--- config.mk ---
export PLATFORM = sky130hd
export DESIGN_NAME = ddc_decim_nco_select
export DESIGN_NICKNAME = d
export VERILOG_FILES = /design/src/logic/ddc_pkg.sv /design/src/logic/ddc_decim_nco_select.sv /design/src/logic/ddc_osc_channel_select.sv
export VERILOG_INCLUDE_DIRS = /design/src /design/src/logic
export SDC_FILE = /design/constraint.sdc
export NUM_CORES = 1
export LEC_CHECK = 0
export ABC_AREA = 1
export BUFFER_PORTS_ARGS = -buffer_cell sky130_fd_sc_hd__buf_2
export CORE_MARGIN = 3
export CORE_UTILIZATION = 45
export DETAILED_ROUTE_END_ITERATION = 16
export MAX_ROUTING_LAYER = met4
export PLACE_DENSITY_LB_ADDON = 0.3
export SYNTH_ARGS = -nofsm -noshare
export SYNTH_HDL_FRONTEND = slang
export SYNTH_HIERARCHICAL = 1
export SYNTH_SLANG_ARGS = --single-unit
export TNS_END_PERCENT = 1
--- constraint.sdc ---
create_clock -name ref_clk -period 2.28 [get_ports ref_clk]
set_input_delay 0.456 -clock ref_clk [delete_from_list [all_inputs] [get_ports ref_clk]]
set_output_delay 0.456 -clock ref_clk [all_outputs]
set_load 0.05 [all_outputs]
--- src/logic/ddc_map.svh ---
`ifndef DDC_MAP_SVH
`define DDC_MAP_SVH

`define DDC_ADDR_W        15
`define DDC_CTRL_OFS      15'h0330
`define DDC_ROUTE_OFS     15'h0331
`define DDC_OSC_OFS       15'h0334

`define DDC_CTRL_RST      8'h00
`define DDC_ROUTE_RST     8'h05
`define DDC_OSC_RST       8'h00
`define DDC_ROUTE_MASK    8'hf5

`define DDC_CTRL_MIX_BIT  7
`define DDC_CTRL_GAIN_BIT 6
`define DDC_CTRL_IF_LSB   4
`define DDC_CTRL_C2R_BIT  3
`define DDC_CTRL_DEC_LSB  0
`define DDC_ROUTE_EXT_LSB 4
`define DDC_ROUTE_Q_BIT   2
`define DDC_ROUTE_I_BIT   0
`define DDC_OSC_MODE_LSB  4
`define DDC_OSC_CHAN_LSB  0

`define DDC_PRIMARY_EXT   3'h7

`endif

--- src/logic/ddc_pkg.sv ---
package ddc_pkg;

	typedef enum logic [3:0] {
		DDC_MODE_REGMAP = 4'h0,
		DDC_MODE_PINS   = 4'h1,
		DDC_MODE_EDGE_A = 4'h8,
		DDC_MODE_EDGE_B = 4'ha
	} ddc_osc_mode_type;

	typedef struct packed {
		logic halfbandStageOne;
		logic halfbandStageTwo;
		logic halfbandStageThree;
		logic halfbandStageFour;
		logic thirdbandStageOne;
		logic thirdbandStageTwo;
		logic fifthbandStage;
	} ddc_stage_type;

	typedef struct packed {
		ddc_stage_type stages;
		logic [5:0]    ratio;
		logic          unsupported;
	} ddc_chain_type;

	typedef struct packed {
		logic       mixerComplex;
		logic       gainDouble;
		logic [1:0] ifMode;
		logic       realOnly;
	} ddc_mix_type;

endpackage : ddc_pkg

--- src/logic/ddc_decim_nco_select.sv ---
`include "ddc_map.svh"

module ddc_decim_nco_select #(
	parameter int SAMPLE_W = 14
) (
	input  wire logic                   ref_clk,
	input  wire logic                   rst,
	input  wire logic                   regWrEn,
	input  wire logic                   regRdEn,
	input  wire logic [`DDC_ADDR_W-1:0] regAddr,
	input  wire logic [7:0]             regWrData,
	output logic      [7:0]             regRdData,
	input  wire logic [SAMPLE_W-1:0]    chanASample,
	input  wire logic [SAMPLE_W-1:0]    chanBSample,
	input  wire logic                   sampleValid,
	input  wire logic                   selectPinFirst,
	input  wire logic                   selectPinSecond,
	output logic      [SAMPLE_W-1:0]    iSample,
	output logic      [SAMPLE_W-1:0]    qSample,
	output logic                        sampleValidOut,
	output logic      [3:0]             activeChannel,
	output ddc_pkg::ddc_chain_type      chainCfg,
	output ddc_pkg::ddc_mix_type        mixCfg
);
	import ddc_pkg::*;

	logic [7:0]    ctrl_q;
	logic [7:0]    route_q;
	logic [7:0]    osc_q;
	logic [7:0]    rdMux;
	logic [2:0]    primarySel;
	logic [3:0]    extSel;
	logic          realSel;
	logic          routeI;
	logic          routeQ;
	ddc_chain_type chain_d;
	ddc_mix_type   mix_d;

	assign primarySel = ctrl_q[`DDC_CTRL_DEC_LSB +: 3];
	assign realSel    = ctrl_q[`DDC_CTRL_C2R_BIT];
	assign extSel     = route_q[`DDC_ROUTE_EXT_LSB +: 4];
	assign routeI     = route_q[`DDC_ROUTE_I_BIT];
	assign routeQ     = route_q[`DDC_ROUTE_Q_BIT];

	// control register
	always_ff @(posedge ref_clk or posedge rst) begin
		if (rst) begin
			ctrl_q <= `DDC_CTRL_RST;
		end else if (regWrEn && regAddr == `DDC_CTRL_OFS) begin
			ctrl_q <= regWrData;
		end
	end

	// input route register; reserved bits 3 and 1 never store
	always_ff @(posedge ref_clk or posedge rst) begin
		if (rst) begin
			route_q <= `DDC_ROUTE_RST;
		end else if (regWrEn && regAddr == `DDC_ROUTE_OFS) begin
			route_q <= regWrData & `DDC_ROUTE_MASK;
		end
	end

	// oscillator select register
	always_ff @(posedge ref_clk or posedge rst) begin
		if (rst) begin
			osc_q <= `DDC_OSC_RST;
		end else if (regWrEn && regAddr == `DDC_OSC_OFS) begin
			osc_q <= regWrData;
		end
	end

	always_comb begin
		case (regAddr)
			`DDC_CTRL_OFS:  rdMux = ctrl_q;
			`DDC_ROUTE_OFS: rdMux = route_q;
			`DDC_OSC_OFS:   rdMux = osc_q;
			default:        rdMux = 8'h00;
		endcase
	end

	// read data is held until the next read strobe
	always_ff @(posedge ref_clk or posedge rst) begin
		if (rst) begin
			regRdData <= 8'h00;
		end else if (regRdEn) begin
			regRdData <= rdMux;
		end
	end

	function automatic ddc_chain_type decodeChain(
		input logic [2:0] primary,
		input logic [3:0] ext,
		input logic       realOnly
	);
		ddc_chain_type c;
		c = '0;
		if (primary != `DDC_PRIMARY_EXT) begin
			c.stages.halfbandStageOne = 1'b1;
			case (primary)
				3'h0: begin
					c.stages.halfbandStageTwo = 1'b1;
					c.ratio = 6'h04;
				end
				3'h1: begin
					c.stages.halfbandStageTwo   = 1'b1;
					c.stages.halfbandStageThree = 1'b1;
					c.ratio = 6'h08;
				end
				3'h2: begin
					c.stages.halfbandStageTwo   = 1'b1;
					c.stages.halfbandStageThree = 1'b1;
					c.stages.halfbandStageFour  = 1'b1;
					c.ratio = 6'h10;
				end
				3'h3: begin
					c.ratio = 6'h02;
				end
				3'h4: begin
					c.stages.thirdbandStageTwo = 1'b1;
					c.ratio = 6'h06;
				end
				3'h5: begin
					c.stages.halfbandStageTwo  = 1'b1;
					c.stages.thirdbandStageTwo = 1'b1;
					c.ratio = 6'h0c;
				end
				default: begin
					c.stages.halfbandStageTwo   = 1'b1;
					c.stages.halfbandStageThree = 1'b1;
					c.stages.thirdbandStageTwo  = 1'b1;
					c.ratio = 6'h18;
				end
			endcase
		end else begin
			// upper nibble of the route register takes over
			case (ext)
				4'h0: begin
					c.stages.halfbandStageOne   = 1'b1;
					c.stages.halfbandStageTwo   = 1'b1;
					c.stages.halfbandStageThree = 1'b1;
					c.stages.halfbandStageFour  = 1'b1;
					c.stages.thirdbandStageTwo  = 1'b1;
					c.ratio = 6'h30;
				end
				4'h2: begin
					c.stages.halfbandStageOne = 1'b1;
					c.stages.fifthbandStage   = 1'b1;
					c.ratio = 6'h0a;
				end
				4'h3: begin
					c.stages.halfbandStageOne = 1'b1;
					c.stages.halfbandStageTwo = 1'b1;
					c.stages.fifthbandStage   = 1'b1;
					c.ratio = 6'h14;
				end
				4'h4: begin
					c.stages.halfbandStageOne   = 1'b1;
					c.stages.halfbandStageTwo   = 1'b1;
					c.stages.halfbandStageThree = 1'b1;
					c.stages.fifthbandStage     = 1'b1;
					c.ratio = 6'h28;
				end
				4'h7: begin
					c.stages.thirdbandStageOne = 1'b1;
					c.ratio = 6'h03;
				end
				4'h8: begin
					c.stages.fifthbandStage    = 1'b1;
					c.stages.thirdbandStageOne = 1'b1;
					c.ratio = 6'h0f;
				end
				4'h9: begin
					c.stages.halfbandStageTwo  = 1'b1;
					c.stages.fifthbandStage    = 1'b1;
					c.stages.thirdbandStageOne = 1'b1;
					c.ratio = 6'h1e;
				end
				default: begin
					c.unsupported = 1'b1;
				end
			endcase
		end
		if (realOnly) begin
			// third-band one chains have no half-rate real form
			if (c.stages.thirdbandStageOne) begin
				c.unsupported = 1'b1;
			end else begin
				c.ratio = {1'b0, c.ratio[5:1]};
			end
		end
		return c;
	endfunction : decodeChain

	always_comb begin
		chain_d = decodeChain(primarySel, extSel, realSel);
		mix_d.mixerComplex = ctrl_q[`DDC_CTRL_MIX_BIT];
		mix_d.gainDouble   = ctrl_q[`DDC_CTRL_GAIN_BIT];
		mix_d.ifMode       = ctrl_q[`DDC_CTRL_IF_LSB +: 2];
		mix_d.realOnly     = realSel;
	end

	always_ff @(posedge ref_clk or posedge rst) begin
		if (rst) begin
			chainCfg <= '0;
			mixCfg   <= '0;
		end else begin
			chainCfg <= chain_d;
			mixCfg   <= mix_d;
		end
	end

	// channel routing toward the mixer inputs
	always_ff @(posedge ref_clk or posedge rst) begin
		if (rst) begin
			iSample        <= '0;
			qSample        <= '0;
			sampleValidOut <= 1'b0;
		end else begin
			sampleValidOut <= sampleValid;
			if (sampleValid) begin
				iSample <= routeI ? chanBSample : chanASample;
				qSample <= routeQ ? chanBSample : chanASample;
			end
		end
	end

	ddc_osc_channel_select uOscSel (
		.ref_clk         (ref_clk),
		.rst             (rst),
		.oscMode         (osc_q[`DDC_OSC_MODE_LSB +: 4]),
		.regChannel      (osc_q[`DDC_OSC_CHAN_LSB +: 4]),
		.selectPinFirst  (selectPinFirst),
		.selectPinSecond (selectPinSecond),
		.activeChannel   (activeChannel)
	);
endmodule : ddc_decim_nco_select

--- src/logic/ddc_osc_channel_select.sv ---
`include "ddc_map.svh"

module ddc_osc_channel_select (
	input  wire logic        ref_clk,
	input  wire logic        rst,
	input  wire logic [3:0]  oscMode,
	input  wire logic [3:0]  regChannel,
	input  wire logic        selectPinFirst,
	input  wire logic        selectPinSecond,
	output logic      [3:0]  activeChannel
);
	import ddc_pkg::*;

	logic [1:0] pinMeta_q;
	logic [1:0] pinSync_q;
	logic [1:0] pinPrev_q;
	logic [1:0] pinRise;
	logic [3:0] counter_q;
	logic [3:0] counter_d;
	logic       edgeMode;
	logic       stepNow;
	logic [3:0] activeChannel_d;

	// two flops per pin before any logic looks at it
	genvar g;
	generate
		for (g = 0; g < 2; g++) begin : gSync
			always_ff @(posedge ref_clk or posedge rst) begin
				if (rst) begin
					pinMeta_q[g] <= 1'b0;
					pinSync_q[g] <= 1'b0;
					pinPrev_q[g] <= 1'b0;
				end else begin
					pinMeta_q[g] <= g == 0 ? selectPinFirst : selectPinSecond;
					pinSync_q[g] <= pinMeta_q[g];
					pinPrev_q[g] <= pinSync_q[g];
				end
			end
			assign pinRise[g] = pinSync_q[g] & ~pinPrev_q[g];
		end
	endgenerate

	always_comb begin
		edgeMode = 1'b0;
		stepNow  = 1'b0;
		case (oscMode)
			DDC_MODE_EDGE_A: begin
				edgeMode = 1'b1;
				stepNow  = pinRise[0];
			end
			DDC_MODE_EDGE_B: begin
				edgeMode = 1'b1;
				stepNow  = pinRise[1];
			end
			default: begin
				edgeMode = 1'b0;
				stepNow  = 1'b0;
			end
		endcase
	end

	always_comb begin
		counter_d = counter_q;
		if (!edgeMode) begin
			counter_d = 4'h0;
		end else if (stepNow) begin
			if (counter_q >= regChannel) begin
				counter_d = 4'h0;
			end else begin
				counter_d = counter_q + 4'h1;
			end
		end
	end

	always_ff @(posedge ref_clk or posedge rst) begin
		if (rst) begin
			counter_q <= 4'h0;
		end else begin
			counter_q <= counter_d;
		end
	end

	always_comb begin
		case (oscMode)
			DDC_MODE_REGMAP: activeChannel_d = regChannel;
			DDC_MODE_PINS:   activeChannel_d = {2'h0, pinSync_q[1], pinSync_q[0]};
			DDC_MODE_EDGE_A,
			DDC_MODE_EDGE_B: activeChannel_d = counter_q;
			default:         activeChannel_d = activeChannel;
		endcase
	end

	// mixer sees a new channel only on a clock edge
	always_ff @(posedge ref_clk or posedge rst) begin
		if (rst) begin
			activeChannel <= 4'h0;
		end else begin
			activeChannel <= activeChannel_d;
		end
	end
endmodule : ddc_osc_channel_select

==> results of run 1 <==
==> cells by family after synthesis <==
logic type      synth area share [%]
compound gates                  13.1
fa+ha+maj                       1.37
buf+inv                         7.84
flops                           50.5
simple gates                    27.2
==> area by class of cell <==
type / count / share of cell area, %
Sequential cell: 92 / 42.2
Tap cell: 133 / 3.05
Multi-Input combinational cell: 364 / 34.9
Clock buffer: 9 / 2.27
Inverter: 66 / 4.66
Timing Repair Buffer: 121 / 11.5
Clock inverter: 7 / 1.38
==> state kept, by name (all words and copies together) (netlist names) <==
| register | flops |
|---|---|
| chainCfg | 14 |
| iSample | 14 |
| qSample | 14 |
| ctrl_q | 8 |
| osc_q | 8 |
| regRdData | 8 |
| route_q | 6 |
| mixCfg | 5 |
| uOscSel/activeChannel | 4 |
| uOscSel/counter_q | 4 |
| uOscSel/pinMeta_q | 2 |
| uOscSel/pinPrev_q | 2 |
| uOscSel/pinSync_q | 2 |
| sampleValidOut | 1 |
==> layer usage <==
layer	share of wire (%)	vias to the layer above	global-route usage (%)
met3	6.0	10	2.77
met5	0	-	-
met2	47	126	30.8
met1	47	1780	26.0
met4	0.95	0	5.39
li1	-	1938	-
==> path summary, 6_finish.rpt <==
| path | endpoint | startpoint | cells after the start | slack, ns |
|---|---|---|---|---|
| setup / recovery | qSample[11] | qSample[11]$_DFFE_PP0P_ | 1 | 0.82 |
| setup reg to reg | uOscSel/counter_q[3]$_DFFE_PP0P_ | uOscSel/counter_q[0]$_DFFE_PP0P_ | 11 | 0.84 |
| min in group ref_clk | uOscSel/pinMeta_q[1]$_DFF_PP0_ | selectPinSecond | 1 | 0.21 |
| hold reg to reg | uOscSel/pinSync_q[0]$_DFF_PP0_ | uOscSel/pinMeta_q[0]$_DFF_PP0_ | 0 | 0.36 |
| hold / removal | regRdData[1]$_DFFE_PP0P_ | rst | 2 | 0.14 |
| max in group asynchronous | route_q[0]$_DFFE_PP1P_ | rst | 3 | 1.44 |
==> worst reg2reg max path, cell delays in order (launching register included) <==
cell and delay, ns:
dfrtp_1 0.41, inv_1 0.16, ha_1 0.26, inv_1 0.05
nand2_1 0.04, nand2_1 0.05, nand2_1 0.05, nand2_1 0.08
nand2_1 0.08, nand2_1 0.08, nand2_1 0.06, nor2_2 0.07
==> where the power goes <==
group	internal [µW]	total [µW]	switching, µW
registers	1680	1710	27.6
logic	114	425	311
clock network	515	1100	589
==> cell usage in the layout (no fill, tap or decap), types with 9 or more instances in the layout <==
| cell | n |
|---|---|
| dfrtp_1 | 90 |
| clkbuf_8 | 9 |
| buf_2 | 117 |
| inv_1 | 58 |
| o21a_1 | 28 |
| a21oi_1 | 29 |
| nand3_1 | 43 |
| o21ai_2 | 22 |
| nand2_1 | 153 |
| nor2_1 | 46 |
==> per-stage QoR <==
| step | utilization (%) | instance area (µm²) | worst slack [ns] |
|---|---|---|---|
| after floorplan | - | 4570 | 0.896 |
| after global placement | 53.5 | 5260 | 0.672 |
| after detailed placement | 53.5 | 5260 | 0.628 |
| after CTS | 55.6 | 5460 | 0.806 |
| after global routing | 55.6 | 5460 | 0.674 |
| final | 55.6 | 5460 | 0.820 |
==> metrics, run 1 <==
clock sink count about 90; fin cells roughly 800; leading area contributor after synthesis dfrtp_1; Power Total around 3200 µW; Final Hold Viols 0; antenna-violating nets left 0; GP Congestion approximately 0.87; later-pin clock latency in the skew report ~0.35 ns; post-synth top area share around half; number of synthesized flops with an enable pin 0; 1st-iter DRT viols around 240; Buf/Inv on CP 1; initial antenna violation count 0; Setup Crit Path Kind flip-flop to output port; Fillers 946; largest net degree at the start of global routing a little under 60; cell area after synthesis roughly 4600 µm²; CP required ~1.8 ns; TritonCTS clock tree yes; min Tclk post-route ~1.5 ns; final setup fails 0; async set-reset flop share out of synthesis between 90% and 100%; H-tree Lvls 3; Syn Nets ~600; clk_skew about 0.0078 ns; CTS Buffer Depth 2; crit path DAT 1.00 ns; FF+latch area 2300 µm²; CTS Root Cell clkbuf_8; post-synthesis sequential area ratio slightly above 50%; commonest cells in the netlist 153 x nand2_1, 90 x dfrtp_1, 59 x inv_1, 46 x nor2_1, 43 x nand3_1; Buffers on Ports roughly 120; synth top area cells dfrtp_1 49%, nand2_1 13%, inv_1 4.9%, nand3_1 4.7%, o21a_1 4.6%; DP Cell Count about 780; hold buffers post-CTS 0; share of layout cells above drive strength 1 slightly below 30%; first-pass GRT wire length roughly 17,000 µm; CP Cell Sequence buf_2; Synth Flop Type dfrtp_1; max_slew headroom between 60% and 70%; CP max stage delay around 0.38 ns; Synth Instances 540; vias per inst just under 5; Ant. Diodes 0; DP Wirelength about 7700 µm; max-slew violations 0; core area just under 10,000 µm²; Resize count post-CTS 0; FF+latch count, synth between 90 and 100; HP Class input port to asynchronous set/reset pin; max cap viols 0; Avg Inst Size Synth ~8.5 µm²; DR pass1 iterations 7; via count between 3,000 and 4,000; RSZ-0062 raised after global routing false; peak supply drop approximately 0.33 mV; Max Fanout on Critical Path 2; Min Hold Slack around 0.14 ns; vias in the first global route 3,679; total leakage power 0.00288 µW; Nets just over 700; Cell Rows 36; Unique masters post-synth 30; power per standard cell area just under 600 nW/µm²; Multi-input gate area 1900 µm²; gr usage total 19.3%; highest clock rate approximately 0.7 GHz; # Post-CTS Setup Buffers 0; CP top delay family flip-flops; Area Growth Syn to Fin 19.5%; fin crit share about 64%; Critical Path End Type output port; full die area 11,400 µm²; grt total ovfl 0; most common cell in the netlist nand2_1; Initial Util 46.5%; I/O pins 118; Worst-path clk slew roughly 0.09 ns; Die Wd ~110 µm; DR WL/cell ~13 µm; slowest CP cell dfrtp_1; outcome complete, no violations; Slew @ Worst Pin about 0.57 ns; setup TNS 0 ns; critical path launch point type flip-flop; Routed WL around 10,000 µm; drc violations 0; chip height 107 µm; synth warn 6; clock buffer count from CTS 9
Note: power is estimated with default switching activity, not from simulation.
==> inputs of run 2 (changes only) <==
--- a/config.mk
+++ b/config.mk
@@ -6,7 +6,7 @@
 export SDC_FILE = /design/constraint.sdc
 export NUM_CORES = 1
 export LEC_CHECK = 0
-export ABC_AREA = 1
+export ABC_AREA = 0
 export BUFFER_PORTS_ARGS = -buffer_cell sky130_fd_sc_hd__buf_2
 export CORE_MARGIN = 3
 export CORE_UTILIZATION = 45
==> constraint.sdc (replaced) <==
create_clock -name ref_clk -period 1.3 [get_ports ref_clk]
set_input_delay 0.26 -clock ref_clk [delete_from_list [all_inputs] [get_ports ref_clk]]
set_output_delay 0.26 -clock ref_clk [all_outputs]
set_load 0.05 [all_outputs]
==> run 2 against run 1 <==
Die area shrank 2.8%; combinational power rose by 83%; critical endpoint is now uOscSel/counter_q[1]$_DFFE_PP0P_; the run now ends with setup timing left; global-route usage is 1.3 points higher; critical path depth is 5 higher; hold slack improved by 0.018 ns; synthesized cell count is 27% lower; setup slack got worse by 1.1 ns.
==> metrics, run 2 <==
Ant. Diodes 0; largest net degree at the start of global routing 46; core area between 9000 and 10,000 µm²; Die Wd around 110 µm; post-synth top area share roughly half; dpl cell area 5560 µm²; hold depth 2; hold_sp regWrData[3]; I/O pins 118; CP required ~1.6 ns; Clk pwr share around a third; failing checks setup timing; most common cell in the netlist dfrtp_1; Worst-path clk slew 0.09 ns; Synth Flop Type dfrtp_1; Pint 3990 µW; share of layout cells above drive strength 1 45.1%; outcome complete, but fails checks; Comb pwr share approximately 14%; Seq pwr share 53.8%; total leakage power around 0.0028 µW; initial antenna violation count 0; max-slew violations 0; 1st-iter DRT viols between 150 and 200; clk_skew roughly 0.0087 ns; H-tree Lvls 3; synth warn 6; Final Util between 60% and 70%; CTS Buffer Depth 2; later-pin clock latency in the skew report about 0.36 ns; DR pass1 iterations 4; drc violations 0; FF+latch count, synth 92; commonest cells in the netlist 90 x dfrtp_1, 40 x a21oi_1, 38 x nor2_1, 33 x mux2i_1, 15 x clkbuf_1; crit path DAT 1.88 ns; Final Hold Viols 0; Buffers on Ports 117; Cell Rows 35; antenna-violating nets left 0; HP Class input port to flip-flop; Setup Crit Path Kind flip-flop to flip-flop; Syn Nets around 460; DR WL/cell around 15 µm; min Tclk post-route about 1.6 ns; Top Registers chainCfg (14), iSample (14), qSample (14); Nets ~620; TritonCTS clock tree yes; grt total ovfl 0; Critical Path End Type flip-flop; via count around 3,600; cell depth of the worst flop-to-flop path 6; Initial Util a little under half; highest clock rate roughly 0.63 GHz; max cap viols 0; power per standard cell area 937 nW/µm²; clock buffer count from CTS 9; Final Instance Area 5950 µm²; Slew @ Worst Pin about 0.5 ns; Worst Setup SP osc_q[1]$_DFFE_PP0P_; leading cell type in the layout, fill and taps excluded buf_2; synth top area cells dfrtp_1 51%, mux2i_1 7.5%, mux2_4 4.7%, a21oi_1 4.5%, nor2_1 3.2%; gr usage total 20.6%; CTS Root Cell clkbuf_8; Unique masters post-synth 63; peak supply drop between 0.5 and 0.6 mV; RSZ-0062 raised after global routing true; max_slew headroom around two thirds; number of synthesized flops with an enable pin 0; final setup fails 31; Power Total 5570 µW; Avg Inst Size Synth about 11 µm²; chip height 105 µm; Switch Pwr between 1500 and 2000 µW; leading area contributor after synthesis dfrtp_1; clock sink count 92; GP Congestion around 0.83; vias in the first global route around 3,700; dpl ws -0.513 ns; fin worst setup slack -0.293 ns; async set-reset flop share out of synthesis between 90% and 100%; Max Fanout on Critical Path 4; most frequent cells in the layout 109 x buf_2, 88 x dfrtp_1, 46 x buf_4, 39 x a21oi_1, 37 x nor2_1; fin crit share 123%; Synth Instances just under 400; Area Growth Syn to Fin 34.2%; critical path launch point type flip-flop; vias per inst 5.21; first-pass GRT wire length roughly 18,000 µm; post-synthesis sequential area ratio 52.0%; DP Wirelength slightly below 8000 µm; Sw Ratio 28.4%; origin of the critical flop-to-flop path osc_q[1]$_DFFE_PP0P_; full die area 11,100 µm²; Routed WL ~11,000 µm; cell area after synthesis 4430 µm²
-- run 2: changes by cell type after synthesis, moves of 11 or more --
cell and change:
mux2i_1 +33, nand3_1 -36, o21ai_2 -20, inv_1 -47, o21a_1 -26, a21oi_1 +11
mux2_4 +14, nand2_1 -140
-- run 2: power groups by stage --
stage / Sequential [µW] / Combinational (µW) / Clock, µW
2_1_floorplan: 3340 / 186 / 0
3_3_place_gp: 3050 / 741 / 0
3_5_place_dp: 3050 / 762 / 0
4_1_cts: 3000 / 777 / 1840
5_1_grt: 3010 / 834 / 1960
6_report: 3000 / 777 / 1800
-- run 2: cell type report --
type                       instances  area, µm²
fill                             784       3470
clock inverter                     3       21.3
timing repair buffer             175       1140
multi-input combinational        265       2110
sequential                        92       2310
tap                              129        161
clock buffer                      13        159
inverter                          13       56.3
-- run 2: worst paths after layout --
| kind | slack, ns | endpoint |
|---|---|---|
| max | -0.29 | uOscSel/counter_q[1]$_DFFE_PP0P_ |
| min | 0.16 | ctrl_q[3]$_DFFE_PP0P_ |
| max reg2reg | -0.29 | uOscSel/counter_q[1]$_DFFE_PP0P_ |
| min reg2reg | 0.36 | uOscSel/pinSync_q[1]$_DFF_PP0_ |
| max in group asynchronous | 0.38 | route_q[2]$_DFFE_PP1P_ |
| min in group asynchronous | 0.38 | iSample[10]$_DFFE_PP0P_ |
-- run 2: what timing repair did --
action,CTS,global route
pin swaps,12,5
hold endpoints to repair,22,0
setup endpoints to repair,43,54
resized for setup,27,20
setup buffers,1,0
hold buffers,3,0
-- run 2: routing by layer --
| metal | vias to the layer above | share of wire [%] | global-route usage (%) | wire, µm |
|---|---|---|---|---|
| met1 | 1743 | 46 | 28.1 | 4850 |
| li1 | 1741 | - | - | - |
| met3 | 9 | 5.7 | 4.10 | 601 |
| met5 | - | 0 | - | 0 |
| met4 | 0 | 0.84 | 6.19 | 89 |
| met2 | 104 | 48 | 31.2 | 5030 |
-- run 2: worst max-delay path, cell delays in order (launching register included) --
cell and delay [ns]:
dfrtp_1 0.40, inv_1 0.08, ha_1 0.29, a211o_1 0.35
a21oi_4 0.20, nand2_1 0.08, o21ai_1 0.12
-- run 2: cells by family (layout without fill, tap and decap cells) --
logic type	count (synthesis)	count (layout)	share of synthesized area, %
AND/OR/NAND/NOR	104	104	14.8
buffers and inverters	35	204	3.08
flip-flops	92	92	52.0
XOR/XNOR	3	3	0.593
AO/OA/AOI/OAI	98	98	13.9
adder cells (fa/ha/maj)	5	5	1.41
multiplexers	55	55	14.2
-- run 2: stage by stage --
stage                     TNS (ns)  cells  hold WS [ns]
after floorplan             -15.40    392         0.149
after global routing         -5.09    690         0.167
final                        -3.36    690         0.162
after global placement      -15.18    670         0.218
after detailed placement    -16.31    670         0.220
after CTS                    -3.36    690         0.147
